<file path="config.mk">
export PLATFORM = sky130hd
export DESIGN_NAME = sru_top
export DESIGN_NICKNAME = d
export VERILOG_FILES = /design/src/hw/sru_pkg.sv /design/src/hw/sru_top.sv
export SDC_FILE = /design/constraint.sdc
export NUM_CORES = 1
export LEC_CHECK = 0
export BUFFER_PORTS_ARGS = -buffer_cell sky130_fd_sc_hd__buf_4
export CAP_MARGIN = 20
export CORE_MARGIN = 4
export CORE_UTILIZATION = 41
export DETAILED_ROUTE_END_ITERATION = 10
export PLACE_DENSITY_LB_ADDON = 0.3
export SYNTH_ARGS = -nofsm -noshare
export SYNTH_HDL_FRONTEND = slang
export SYNTH_SLANG_ARGS = --single-unit
</file>
<file path="constraint.sdc">
create_clock -name SYS_CLK_IN -period 10.8 [get_ports SYS_CLK_IN]
set_input_delay 0 -clock SYS_CLK_IN [delete_from_list [all_inputs] [get_ports SYS_CLK_IN]]
set_output_delay 0 -clock SYS_CLK_IN [all_outputs]
set_load 0.05 [all_outputs]
</file>
<file path="src/hw/sru_pkg.sv">
// Shared constants and types for the serial receiver unit.
package sru_pkg;
    localparam int ADDR_W = 12;

    typedef struct packed {
        logic psel;
        logic penable;
        logic pwrite;
        logic [ADDR_W-1:0] paddr;
        logic [31:0] pwdata;
    } sru_apb_req_t;

    // Control register layout, bit 12 down to bit 0.
    typedef struct packed {
        logic double_speed_select;
        logic mp_format;
        logic two_stop;
        logic parity_odd;
        logic parity_en;
        logic seven_bit;
        logic sync_mode;
        logic clock_select_hi;
        logic clock_select_lo;
        logic id_wait_enable;
        logic rx_irq_enable;
        logic tx_en;
        logic rx_en;
    } sru_ctrl_t;

    localparam int CTRL_W = 13;
    localparam logic [ADDR_W-1:0] OFS_CTRL = 12'h000;
    localparam logic [ADDR_W-1:0] OFS_STATUS = 12'h004;
    localparam logic [ADDR_W-1:0] OFS_RXDATA = 12'h008;
    localparam logic [ADDR_W-1:0] OFS_TXDATA = 12'h00c;
    localparam logic [ADDR_W-1:0] OFS_BAUD = 12'h010;

    localparam int ST_TDR_EMPTY = 0;
    localparam int ST_TX_END = 1;
    localparam int ST_PARITY = 2;
    localparam int ST_FRAMING = 3;
    localparam int ST_OVERRUN = 4;
    localparam int ST_RX_FULL = 5;
    localparam int ST_RX_ID = 6;
    localparam int ST_TX_ID = 7;

    localparam sru_ctrl_t CTRL_RESET = '0;
    localparam logic [15:0] BAUD_RESET = 16'h0000;
    localparam logic [4:0] OVS_NORMAL = 5'h10;
    localparam logic [4:0] OVS_DOUBLE = 5'h08;
    localparam logic [3:0] SYNC_BITS = 4'h8;
endpackage

</file>
<file path="src/hw/sru_top.sv">
// Serial receiver unit with multiprocessor and clocked synchronous modes.
//
// Contract
// - Start bit syncs, shifts frame, checks parity, stop.
// - Frame while full: set overrun, drop byte.
// - Parity mismatch sets flag, byte still stored.
// - Stop bit zero sets framing flag, byte stored.
// - Good frame stores byte, sets full, irq.
// - Any error with enable raises error irq.
// - Receive errors leave full flag unchanged.
// - No new frames while error flags set.
// - Overrun combos lose byte; others deliver it.
// - Extra bit one marks ID, zero data.
// - ID-wait suppresses transfer, errors, flags until ID.
// - ID frame sets ID bit, clears ID-wait.
// - Multiprocessor format ignores parity enable.
// - Transmit-ID bit is sent as extra bit.
// - Synchronous character is eight bits, no extras.
// - Synchronous transmit changes on falling clock edge.
// - Synchronous receive samples on rising clock edge.
// - After eighth bit, line holds the MSB.
// - Clock-select high bit picks internal or external clock.
// - Internal clock: eight pulses, idle high.
// - Independent double-buffered transmitter and receiver.
// - Sixteen or eight times base clock, mid-bit sampling.
// - Start, 7/8 data, optional extra, 1/2 stops.
`timescale 1ns/1ns
module sru_top (
    input wire logic SYS_CLK_IN,
    input wire logic RESETN_IN,
    input wire sru_pkg::sru_apb_req_t APB_REQ_IN,
    output logic [31:0] APB_PRDATA_OUT,
    output logic APB_PREADY_OUT,
    output logic APB_PSLVERR_OUT,
    input wire logic RXD_IN,
    output logic TXD_OUT,
    input wire logic SCK_IN,
    output logic SCK_OUT,
    output logic SCK_OE_N_OUT,
    output logic RX_DATA_IRQ_OUT,
    output logic RX_ERROR_IRQ_OUT
);
    import sru_pkg::*;

    function automatic logic [3:0] data_bits(input sru_ctrl_t c);
        return c.seven_bit ? 4'h7 : 4'h8;
    endfunction

    function automatic logic has_extra(input sru_ctrl_t c);
        return c.mp_format | c.parity_en;
    endfunction

    // Parity over the active data bits; odd selects odd parity.
    function automatic logic parity_of(input sru_ctrl_t c,
                                       input logic [7:0] d);
        logic p;
        p = c.parity_odd;
        for (int i = 0; i < 8; i++) begin
            if (i < 32'(data_bits(c))) begin
                p = p ^ d[i];
            end
        end
        return p;
    endfunction

    // Whole asynchronous frame, first bit on the line in bit 0.
    function automatic logic [11:0] build_frame(input sru_ctrl_t c,
                                                input logic [7:0] d,
                                                input logic received_id_bit);
        logic [11:0] f;
        logic [3:0] n;
        f = '1;
        n = data_bits(c);
        f[0] = 1'b0;
        for (int i = 0; i < 8; i++) begin
            if (i < 32'(n)) begin
                f[i + 1] = d[i];
            end
        end
        if (c.mp_format) begin
            f[n + 4'h1] = received_id_bit;
        end else if (c.parity_en) begin
            f[n + 4'h1] = parity_of(c, d);
        end
        return f;
    endfunction

    logic [1:0] rst_sync;
    logic rst_n;
    logic rxd_meta, rxd_s, rxd_d;
    logic sck_meta, sck_s, sck_d;
    sru_ctrl_t ctrl;
    logic [15:0] baud_div, int_cnt;
    logic [7:0] tdr, receive_data_reg, tsr;
    logic tdr_full, tx_end, tx_id_bit;
    logic parity_error_flag, framing_error_flag, overrun_flag, rx_full, rx_id;
    logic [31:0] prdata;
    logic rx_data_irq, rx_error_irq;
    logic [11:0] tx_sh;
    logic [3:0] tx_left;
    logic [4:0] tx_phase;
    logic txd, s_tx;
    logic ar_busy, ar_start;
    logic [4:0] ar_phase;
    logic [3:0] ar_idx;
    logic [11:0] ar_vec;
    logic s_active, sck_int;
    logic [3:0] s_cnt;
    logic [7:0] sr_sh;

    always_ff @(posedge SYS_CLK_IN or negedge RESETN_IN) begin
        if (!RESETN_IN) begin
            rst_sync <= 2'b00;
        end else begin
            rst_sync <= {rst_sync[0], 1'b1};
        end
    end
    assign rst_n = rst_sync[1];

    // Both pins come from outside; the second and third stages are read, the first never.
    always_ff @(posedge SYS_CLK_IN or negedge rst_n) begin
        if (!rst_n) begin
            {rxd_meta, rxd_s, rxd_d} <= 3'b111;
            {sck_meta, sck_s, sck_d} <= 3'b111;
        end else begin
            {rxd_meta, rxd_s, rxd_d} <= {RXD_IN, rxd_meta, rxd_s};
            {sck_meta, sck_s, sck_d} <= {SCK_IN, sck_meta, sck_s};
        end
    end

    logic sck_rise, sck_fall, rxd_fall, int_tick, base_tick, ext_clk;
    logic rx_err;
    logic [4:0] ovs, half;
    assign sck_rise = sck_s & ~sck_d;
    assign sck_fall = ~sck_s & sck_d;
    assign rxd_fall = ~rxd_s & rxd_d;
    assign ext_clk = ctrl.clock_select_hi;
    assign int_tick = (int_cnt == baud_div);
    assign base_tick = ext_clk ? sck_rise : int_tick;
    assign ovs = ctrl.double_speed_select ? OVS_DOUBLE : OVS_NORMAL;
    assign half = ovs >> 1;
    assign rx_err = parity_error_flag | framing_error_flag | overrun_flag;

    always_ff @(posedge SYS_CLK_IN or negedge rst_n) begin
        if (!rst_n) begin
            int_cnt <= 16'h0000;
        end else if (int_tick) begin
            int_cnt <= 16'h0000;
        end else begin
            int_cnt <= int_cnt + 16'h0001;
        end
    end

    // APB decode; zero wait states, unmapped offsets answer with pslverr.
    logic wr_en, setup, addr_ok;
    logic [ADDR_W-1:0] addr;
    assign addr = APB_REQ_IN.paddr;
    assign wr_en = APB_REQ_IN.psel & APB_REQ_IN.penable & APB_REQ_IN.pwrite;
    assign setup = APB_REQ_IN.psel & ~APB_REQ_IN.penable;
    assign addr_ok = addr == OFS_CTRL || addr == OFS_STATUS ||
        addr == OFS_RXDATA || addr == OFS_TXDATA || addr == OFS_BAUD;
    assign APB_PREADY_OUT = 1'b1;
    assign APB_PSLVERR_OUT = APB_REQ_IN.psel & APB_REQ_IN.penable & ~addr_ok;
    assign APB_PRDATA_OUT = prdata;

    logic [7:0] status;
    assign status = {tx_id_bit, rx_id, rx_full, overrun_flag, framing_error_flag, parity_error_flag, tx_end,
                     ~tdr_full};

    always_ff @(posedge SYS_CLK_IN or negedge rst_n) begin
        if (!rst_n) begin
            prdata <= 32'h0000_0000;
        end else if (setup) begin
            case (addr)
                OFS_CTRL: prdata <= {19'h0, ctrl};
                OFS_STATUS: prdata <= {24'h0, status};
                OFS_RXDATA: prdata <= {24'h0, receive_data_reg};
                OFS_TXDATA: prdata <= {24'h0, tdr};
                OFS_BAUD: prdata <= {16'h0, baud_div};
                default: prdata <= 32'h0000_0000;
            endcase
        end
    end

    // Synchronous clock engine: falls shift out, rises sample in.
    logic s_start_ok, s_first, s_fall, s_rise, s_end, tx_take;
    assign s_start_ok = ~rx_err & ((ctrl.tx_en & tdr_full) |
        (ctrl.rx_en & ~ctrl.tx_en));
    assign s_first = ctrl.sync_mode & ~s_active & s_start_ok &
        (ext_clk ? sck_fall : 1'b1);
    assign s_fall = s_first | (ctrl.sync_mode & s_active &
        (ext_clk ? sck_fall : (int_tick & sck_int & s_cnt != SYNC_BITS)));
    assign s_rise = ctrl.sync_mode & s_active &
        (ext_clk ? sck_rise : (int_tick & ~sck_int));
    assign s_end = ctrl.sync_mode & s_active & (ext_clk ?
        (sck_rise & s_cnt == SYNC_BITS - 4'h1) :
        (int_tick & sck_int & s_cnt == SYNC_BITS));

    always_ff @(posedge SYS_CLK_IN or negedge rst_n) begin
        if (!rst_n) begin
            s_active <= 1'b0;
            s_cnt <= 4'h0;
            sck_int <= 1'b1;
        end else if (!ctrl.sync_mode) begin
            s_active <= 1'b0;
            sck_int <= 1'b1;
        end else if (s_first) begin
            s_active <= 1'b1;
            s_cnt <= 4'h0;
            sck_int <= 1'b0;
        end else if (s_end) begin
            s_active <= 1'b0;
            sck_int <= 1'b1;
        end else if (s_rise) begin
            s_cnt <= s_cnt + 4'h1;
            sck_int <= 1'b1;
        end else if (s_fall) begin
            sck_int <= 1'b0;
        end
    end

    // The pin is driven only for synchronous mode on the internal clock.
    assign SCK_OE_N_OUT = ~(ctrl.sync_mode & ~ext_clk);
    assign SCK_OUT = sck_int;

    // Transmitter.
    assign tx_take = ctrl.sync_mode ? (s_first & ctrl.tx_en & tdr_full) :
        (ctrl.tx_en & tdr_full & tx_left == 4'h0 & ~rx_err);

    always_ff @(posedge SYS_CLK_IN or negedge rst_n) begin
        if (!rst_n) begin
            txd <= 1'b1;
            tsr <= 8'h00;
            s_tx <= 1'b0;
            tx_sh <= '1;
            tx_left <= 4'h0;
            tx_phase <= 5'h00;
        end else if (ctrl.sync_mode) begin
            tx_left <= 4'h0;
            if (s_first) begin
                s_tx <= tx_take;
                if (tx_take) begin
                    tsr <= tdr;
                    txd <= tdr[0];
                end
            end else if (s_fall && s_tx) begin
                txd <= tsr[s_cnt[2:0]];
            end else if (s_end) begin
                s_tx <= 1'b0;
            end
        end else if (tx_take) begin
            tx_sh <= build_frame(ctrl, tdr, tx_id_bit);
            tx_left <= 4'h2 + data_bits(ctrl) + {3'h0, has_extra(ctrl)} +
                {3'h0, ctrl.two_stop};
            tx_phase <= 5'h00;
            txd <= 1'b0;
        end else if (tx_left != 4'h0 && base_tick) begin
            if (tx_phase == ovs - 5'h01) begin
                tx_phase <= 5'h00;
                tx_sh <= {1'b1, tx_sh[11:1]};
                txd <= tx_left == 4'h1 ? 1'b1 : tx_sh[1];
                tx_left <= tx_left - 4'h1;
            end else begin
                tx_phase <= tx_phase + 5'h01;
            end
        end
    end
    assign TXD_OUT = txd;

    always_ff @(posedge SYS_CLK_IN or negedge rst_n) begin
        if (!rst_n) begin
            tx_end <= 1'b1;
        end else begin
            tx_end <= ~tdr_full & (ctrl.sync_mode ? ~s_tx : tx_left == 4'h0);
        end
    end

    // Transmit buffer: software fills it while the shifter is busy.
    always_ff @(posedge SYS_CLK_IN or negedge rst_n) begin
        if (!rst_n) begin
            tdr <= 8'h00;
            tdr_full <= 1'b0;
        end else if (wr_en && addr == OFS_TXDATA) begin
            tdr <= APB_REQ_IN.pwdata[7:0];
            tdr_full <= 1'b1;
        end else if (tx_take) begin
            tdr_full <= 1'b0;
        end
    end

    // Asynchronous receiver sampling at mid-bit.
    logic ar_sample, ar_done;
    logic [3:0] ar_need;
    logic [11:0] ar_full;
    assign ar_need = data_bits(ctrl) + {3'h0, has_extra(ctrl)} + 4'h1;
    assign ar_sample = ar_busy & base_tick & ar_phase == half - 5'h01;
    assign ar_done = ar_sample & ~ar_start & ar_idx == ar_need - 4'h1;

    always_comb begin
        ar_full = ar_vec;
        ar_full[ar_idx] = rxd_s;
    end

    always_ff @(posedge SYS_CLK_IN or negedge rst_n) begin
        if (!rst_n) begin
            ar_busy <= 1'b0;
            ar_start <= 1'b0;
            ar_phase <= 5'h00;
            ar_idx <= 4'h0;
            ar_vec <= 12'h000;
        end else if (!ctrl.rx_en || ctrl.sync_mode) begin
            ar_busy <= 1'b0;
        end else if (!ar_busy) begin
            if (rxd_fall && !rx_err) begin
                ar_busy <= 1'b1;
                ar_start <= 1'b1;
                ar_phase <= 5'h00;
                ar_idx <= 4'h0;
            end
        end else if (base_tick) begin
            ar_phase <= ar_phase == ovs - 5'h01 ? 5'h00 : ar_phase + 5'h01;
            if (ar_sample) begin
                if (ar_start) begin
                    ar_start <= 1'b0;
                    ar_busy <= ~rxd_s;
                end else begin
                    ar_vec[ar_idx] <= rxd_s;
                    ar_idx <= ar_idx + 4'h1;
                    ar_busy <= ar_idx != ar_need - 4'h1;
                end
            end
        end
    end

    // Synchronous receiver, eight bits LSB first.
    always_ff @(posedge SYS_CLK_IN or negedge rst_n) begin
        if (!rst_n) begin
            sr_sh <= 8'h00;
        end else if (s_rise) begin
            sr_sh <= {rxd_s, sr_sh[7:1]};
        end
    end

    logic sync_done, rx_done, rx_mp, rx_perr, rx_ferr;
    logic [7:0] rx_data;
    logic [3:0] nb;
    assign nb = data_bits(ctrl);
    assign sync_done = s_end & ctrl.rx_en & ~rx_err;
    assign rx_done = ar_done | sync_done;

    always_comb begin
        rx_data = ctrl.seven_bit ? {1'b0, ar_full[6:0]} : ar_full[7:0];
        rx_mp = ctrl.mp_format & ar_full[nb];
        rx_perr = ctrl.parity_en & ~ctrl.mp_format &
            (ar_full[nb] != parity_of(ctrl, rx_data));
        rx_ferr = ~ar_full[nb + {3'h0, has_extra(ctrl)}];
        // On the internal clock the end comes one tick after the eighth
        // rise, so the shifter already holds the whole character then.
        if (sync_done) begin
            rx_data = ext_clk ? {rxd_s, sr_sh[7:1]} : sr_sh;
            rx_mp = 1'b0;
            rx_perr = 1'b0;
            rx_ferr = 1'b0;
        end
    end

    // Status flags; a hardware set always beats a software clear.
    logic wait_skip, take, id_hit, st_wr, load;
    logic [7:0] wd;
    assign wait_skip = ctrl.id_wait_enable & ctrl.mp_format & ~ctrl.sync_mode;
    assign take = rx_done & ~(wait_skip & ~rx_mp);
    assign id_hit = rx_done & wait_skip & rx_mp;
    assign load = take & ~rx_full;
    assign st_wr = wr_en && addr == OFS_STATUS;
    assign wd = st_wr ? APB_REQ_IN.pwdata[7:0] : 8'hff;

    always_ff @(posedge SYS_CLK_IN or negedge rst_n) begin
        if (!rst_n) begin
            {parity_error_flag, framing_error_flag, overrun_flag, rx_full, rx_id} <= 5'b00000;
            tx_id_bit <= 1'b0;
            receive_data_reg <= 8'h00;
        end else begin
            overrun_flag <= (overrun_flag & wd[ST_OVERRUN]) | (take & rx_full);
            parity_error_flag <= (parity_error_flag & wd[ST_PARITY]) | (take & rx_perr);
            framing_error_flag <= (framing_error_flag & wd[ST_FRAMING]) | (take & rx_ferr);
            rx_full <= (rx_full & wd[ST_RX_FULL]) |
                (load & ~rx_perr & ~rx_ferr);
            if (load) begin
                receive_data_reg <= rx_data;
            end
            if (take && ctrl.mp_format) begin
                rx_id <= rx_mp;
            end else if (st_wr) begin
                rx_id <= rx_id & wd[ST_RX_ID];
            end
            if (st_wr) begin
                tx_id_bit <= wd[ST_TX_ID];
            end
        end
    end

    // A software write to control wins over the automatic ID-wait clear.
    always_ff @(posedge SYS_CLK_IN or negedge rst_n) begin
        if (!rst_n) begin
            ctrl <= CTRL_RESET;
        end else if (wr_en && addr == OFS_CTRL) begin
            ctrl <= sru_ctrl_t'(APB_REQ_IN.pwdata[CTRL_W-1:0]);
        end else if (id_hit) begin
            ctrl.id_wait_enable <= 1'b0;
        end
    end

    // Kept apart so that a divider write never swallows an ID-wait clear.
    always_ff @(posedge SYS_CLK_IN or negedge rst_n) begin
        if (!rst_n) begin
            baud_div <= BAUD_RESET;
        end else if (wr_en && addr == OFS_BAUD) begin
            baud_div <= APB_REQ_IN.pwdata[15:0];
        end
    end

    always_ff @(posedge SYS_CLK_IN or negedge rst_n) begin
        if (!rst_n) begin
            rx_data_irq <= 1'b0;
            rx_error_irq <= 1'b0;
        end else begin
            rx_data_irq <= ctrl.rx_irq_enable & rx_full;
            rx_error_irq <= ctrl.rx_irq_enable & rx_err;
        end
    end
    assign RX_DATA_IRQ_OUT = rx_data_irq;
    assign RX_ERROR_IRQ_OUT = rx_error_irq;
endmodule

</file>
==> impl_metrics.yaml <==
status:
  status: "finished, final reports clean"
cts:
  cts_buffers: 17
  cts-htree-levels: 4
  clk_path_buf_depth: 2
  clkSinkCount: 158
  cts-root-buf: "clkbuf_16"
  cts_tree: "built"
  worstSkewPairLatency_ns: 0.43
  cts.reportedPaths.clkPinSlew_ns: 0.07
die:
  rows: 52
  die_y_microns: 151.0
  initial_utilization_pct: 41.54
  die_w_microns: 151.0
  die-area_sq_um: 22790
  io_pins: 90
  fp.coreArea_sq_um: 20170
detailed_routing:
  dr.pass1.iters: 5
  drc: 0
  ant_nets: 0
  routed_wl_microns: 20570
  first_iter_violations: 379
  avgViaCountPerCell: 5.340
  vias: 6258
  route.detailed.wl_per_inst_microns: 17.55
yosys:
  synth-seq-area-share_pct: 47.46
  ys_warn_count: 0
  ys.flop_type: "dfrtp_1"
  avgSynthCellArea_sq_um: 10.27
  yosysMostFrequentCell: "dfrtp_1"
  synth.top_cell.area_share_pct: 41.82
  synth_seq_cells: 158
  synthArstFlopShare_pct: 100.0
  synth_edf_count: 0
  synth_area_leader_cell: "dfrtp_1"
  post_synth_main_area_contributors: "dfrtp_1 42%, mux2_2 9.0%, dfstp_2 5.6%, nand2_1 3.9%, xor2_1 3.7%"
  netlist_area_sq_um: 8378
  synth.distinct_cells: 66
  syn_inst: 816
  synth_common_cells: "140 x dfrtp_1, 86 x nand2_1, 67 x mux2_2"
placed_design:
  routabilityCongestion: 0.8633
  dpl.hpwl_microns: 14340
  port_buffers: 56
setup_path:
  cpMaxStageDelayCell: "o21ai_0"
  worstSetupPathType: "flop to flop"
  ff2ff_setup_slack_ns: 7.37
  critical-path-max-stage-delay_ns: 0.66
  end_kind: "flop"
  path_buf_inv: 0
  critPathMaxFanout: 17
  cp-start-kind: "flop"
  critPathTopFamily: "simple AND/OR/NAND/NOR gates"
  critPathArrivalTime_ns: 3.78
  crit_chain: "xor2_1, nor4_1, nand4_1, o21ai_0, a21oi_1, nor2_2, nor2_1, a31oi_1"
  worstPathRequired_ns: 11.16
timing:
  final.setup.tns_ns: 0
  fin_crit_sh_pct: 31.72
  fmax_mhz: 291.9
  fin_hold_ws_ns: 0.002337
  period_needed_ns: 3.426
  grt_setup_unrepaired: "no"
  tightestPinTransition_ns: 0.9683
  setup_viol: 0
  slew_headroom_pct: 35.01
  slew_violations: 0
  fin_skew_ns: 0.01398
  hold_viol: 0
job:
  maxCapViolations: 0
grt:
  grt_first_pass_wirelength_microns: 32800
  grt-ovfl-total: 0
  grtUsageMet1_pct: 26.17
  antenna_found_initial: 0
  track_usage_pct: 18.63
  busiest_layer: "met2"
  grt.met2_usage_pct: 30.01
  grt_pass1_vias: 6011
  use_met3_pct: 3.740
  grt_max_degree: 72
power:
  ir_drop_mv: 0.1050
  p_per_area_nw_per_um2: 132.7
  leakagePower_nw: 4.494
hold_path:
  min_path_type: "input port to flop"
final_layout:
  fillerInstances: 1868
  layout-drive-gt1-share_pct: 22.28
  area_growth_pct: 17.28
  antennaDiodeCount: 0
  fin_nets: 957
## metrics by stage
stage	utilization, %	instances	setup slack [ns]	instance area [sq um]	total power, mW
finish	48.72	1172	7.374	9826	1.304
global route	48.72	1172	7.068	9826	1.349
CTS	48.44	1166	7.309	9769	1.315
detailed placement	44.58	1115	7.359	8992	0.7084
global placement	44.58	1115	7.372	8992	0.7084
floorplan	-	832	6.103	8438	0.6783
## routing by layer
metal | share of wire [%] | vias up
met3 | 4.9 | 16
met5 | 0 | -
met4 | 0.87 | 0
li1 | - | 2989
met1 | 47 | 3088
met2 | 47 | 165
## cells by family after synthesis
logic type	count (synthesis)	share of synthesized area, %
buf+inv	73	4.196
fa+ha+maj	16	2.479
flops	158	47.46
simple gates	262	15.32
mux	97	12.92
xor+xnor	56	5.854
other cells	2	0.08964
compound gates	152	11.68
## timing repair
action,in CTS,in global routing
buffers inserted,0,0
endpoints found under the hold margin,47,1
resized for setup,0,0
hold buffers,20,2
## path summary, 6_finish.rpt
path / startpoint / endpoint / cells past startpoint
max in group asynchronous: rst_sync[1] / baud_div[5] / 2
worst min-delay path: APB_REQ_IN[45] / APB_PRDATA_OUT[15] / 4
worst max register to register: int_cnt[8] / tx_sh[3] / 8
worst min register to register: rst_sync[1] / sr_sh[5] / 0
min in group asynchronous: rst_sync[1] / sr_sh[5] / 0
worst max-delay path: int_cnt[8] / tx_sh[3] / 8
## cell type report
| cell class | count | area (sq um) | share of cell area (%) |
|---|---|---|---|
| clock buffer | 19 | 442.9 | 4.508 |
| multi-input combinational | 601 | 4115 | 41.88 |
| tap | 270 | 337.8 | 3.438 |
| timing repair buffer | 89 | 729.5 | 7.424 |
| inverter | 23 | 86.33 | 0.8786 |
| clock inverter | 12 | 133.9 | 1.363 |
| sequential | 158 | 3980 | 40.51 |
## power breakdown
group | switching [mW] | internal, mW | leakage, nW
Clock | 0.252 | 0.347 | 0.280
Combinational | 0.0665 | 0.0289 | 2.15
Sequential | 0.00884 | 0.601 | 2.06
Total | 0.327 | 0.977 | 4.49
## cell usage in the layout, fill, tap and decap left out, types with 6 or more instances in the layout
master	Yosys	layout
xnor2_1	21	21
xor2_1	35	35
nand3b_1	6	6
conb_1	2	18
nand4_1	7	7
dlygate4sd3_1	0	22
o21ai_0	49	49
and3_1	7	7
mux2_2	67	67
a221oi_1	8	8
nor4_1	6	6
nor3b_1	9	8
clkbuf_16	0	17
a21oi_1	30	30
ha_1	15	15
nor2_1	60	60
nand2_1	86	86
or3_1	8	8
inv_1	22	22
mux2i_1	26	26
dfstp_2	18	18
nand3_1	28	28
buf_4	17	63
o21ai_1	16	16
nor3_1	15	15
o31ai_1	8	8
a31oi_1	15	15
dfrtp_1	140	139
## worst register-to-register path, stage by stage, from the launching register on
cell	delay (ns)
dfrtp_1	0.45
xor2_1	0.18
nor4_1	0.46
nand4_1	0.42
o21ai_0	0.66
a21oi_1	0.37
nor2_2	0.57
nor2_1	0.09
a31oi_1	0.16
Note: power is estimated with default switching activity, not from simulation.
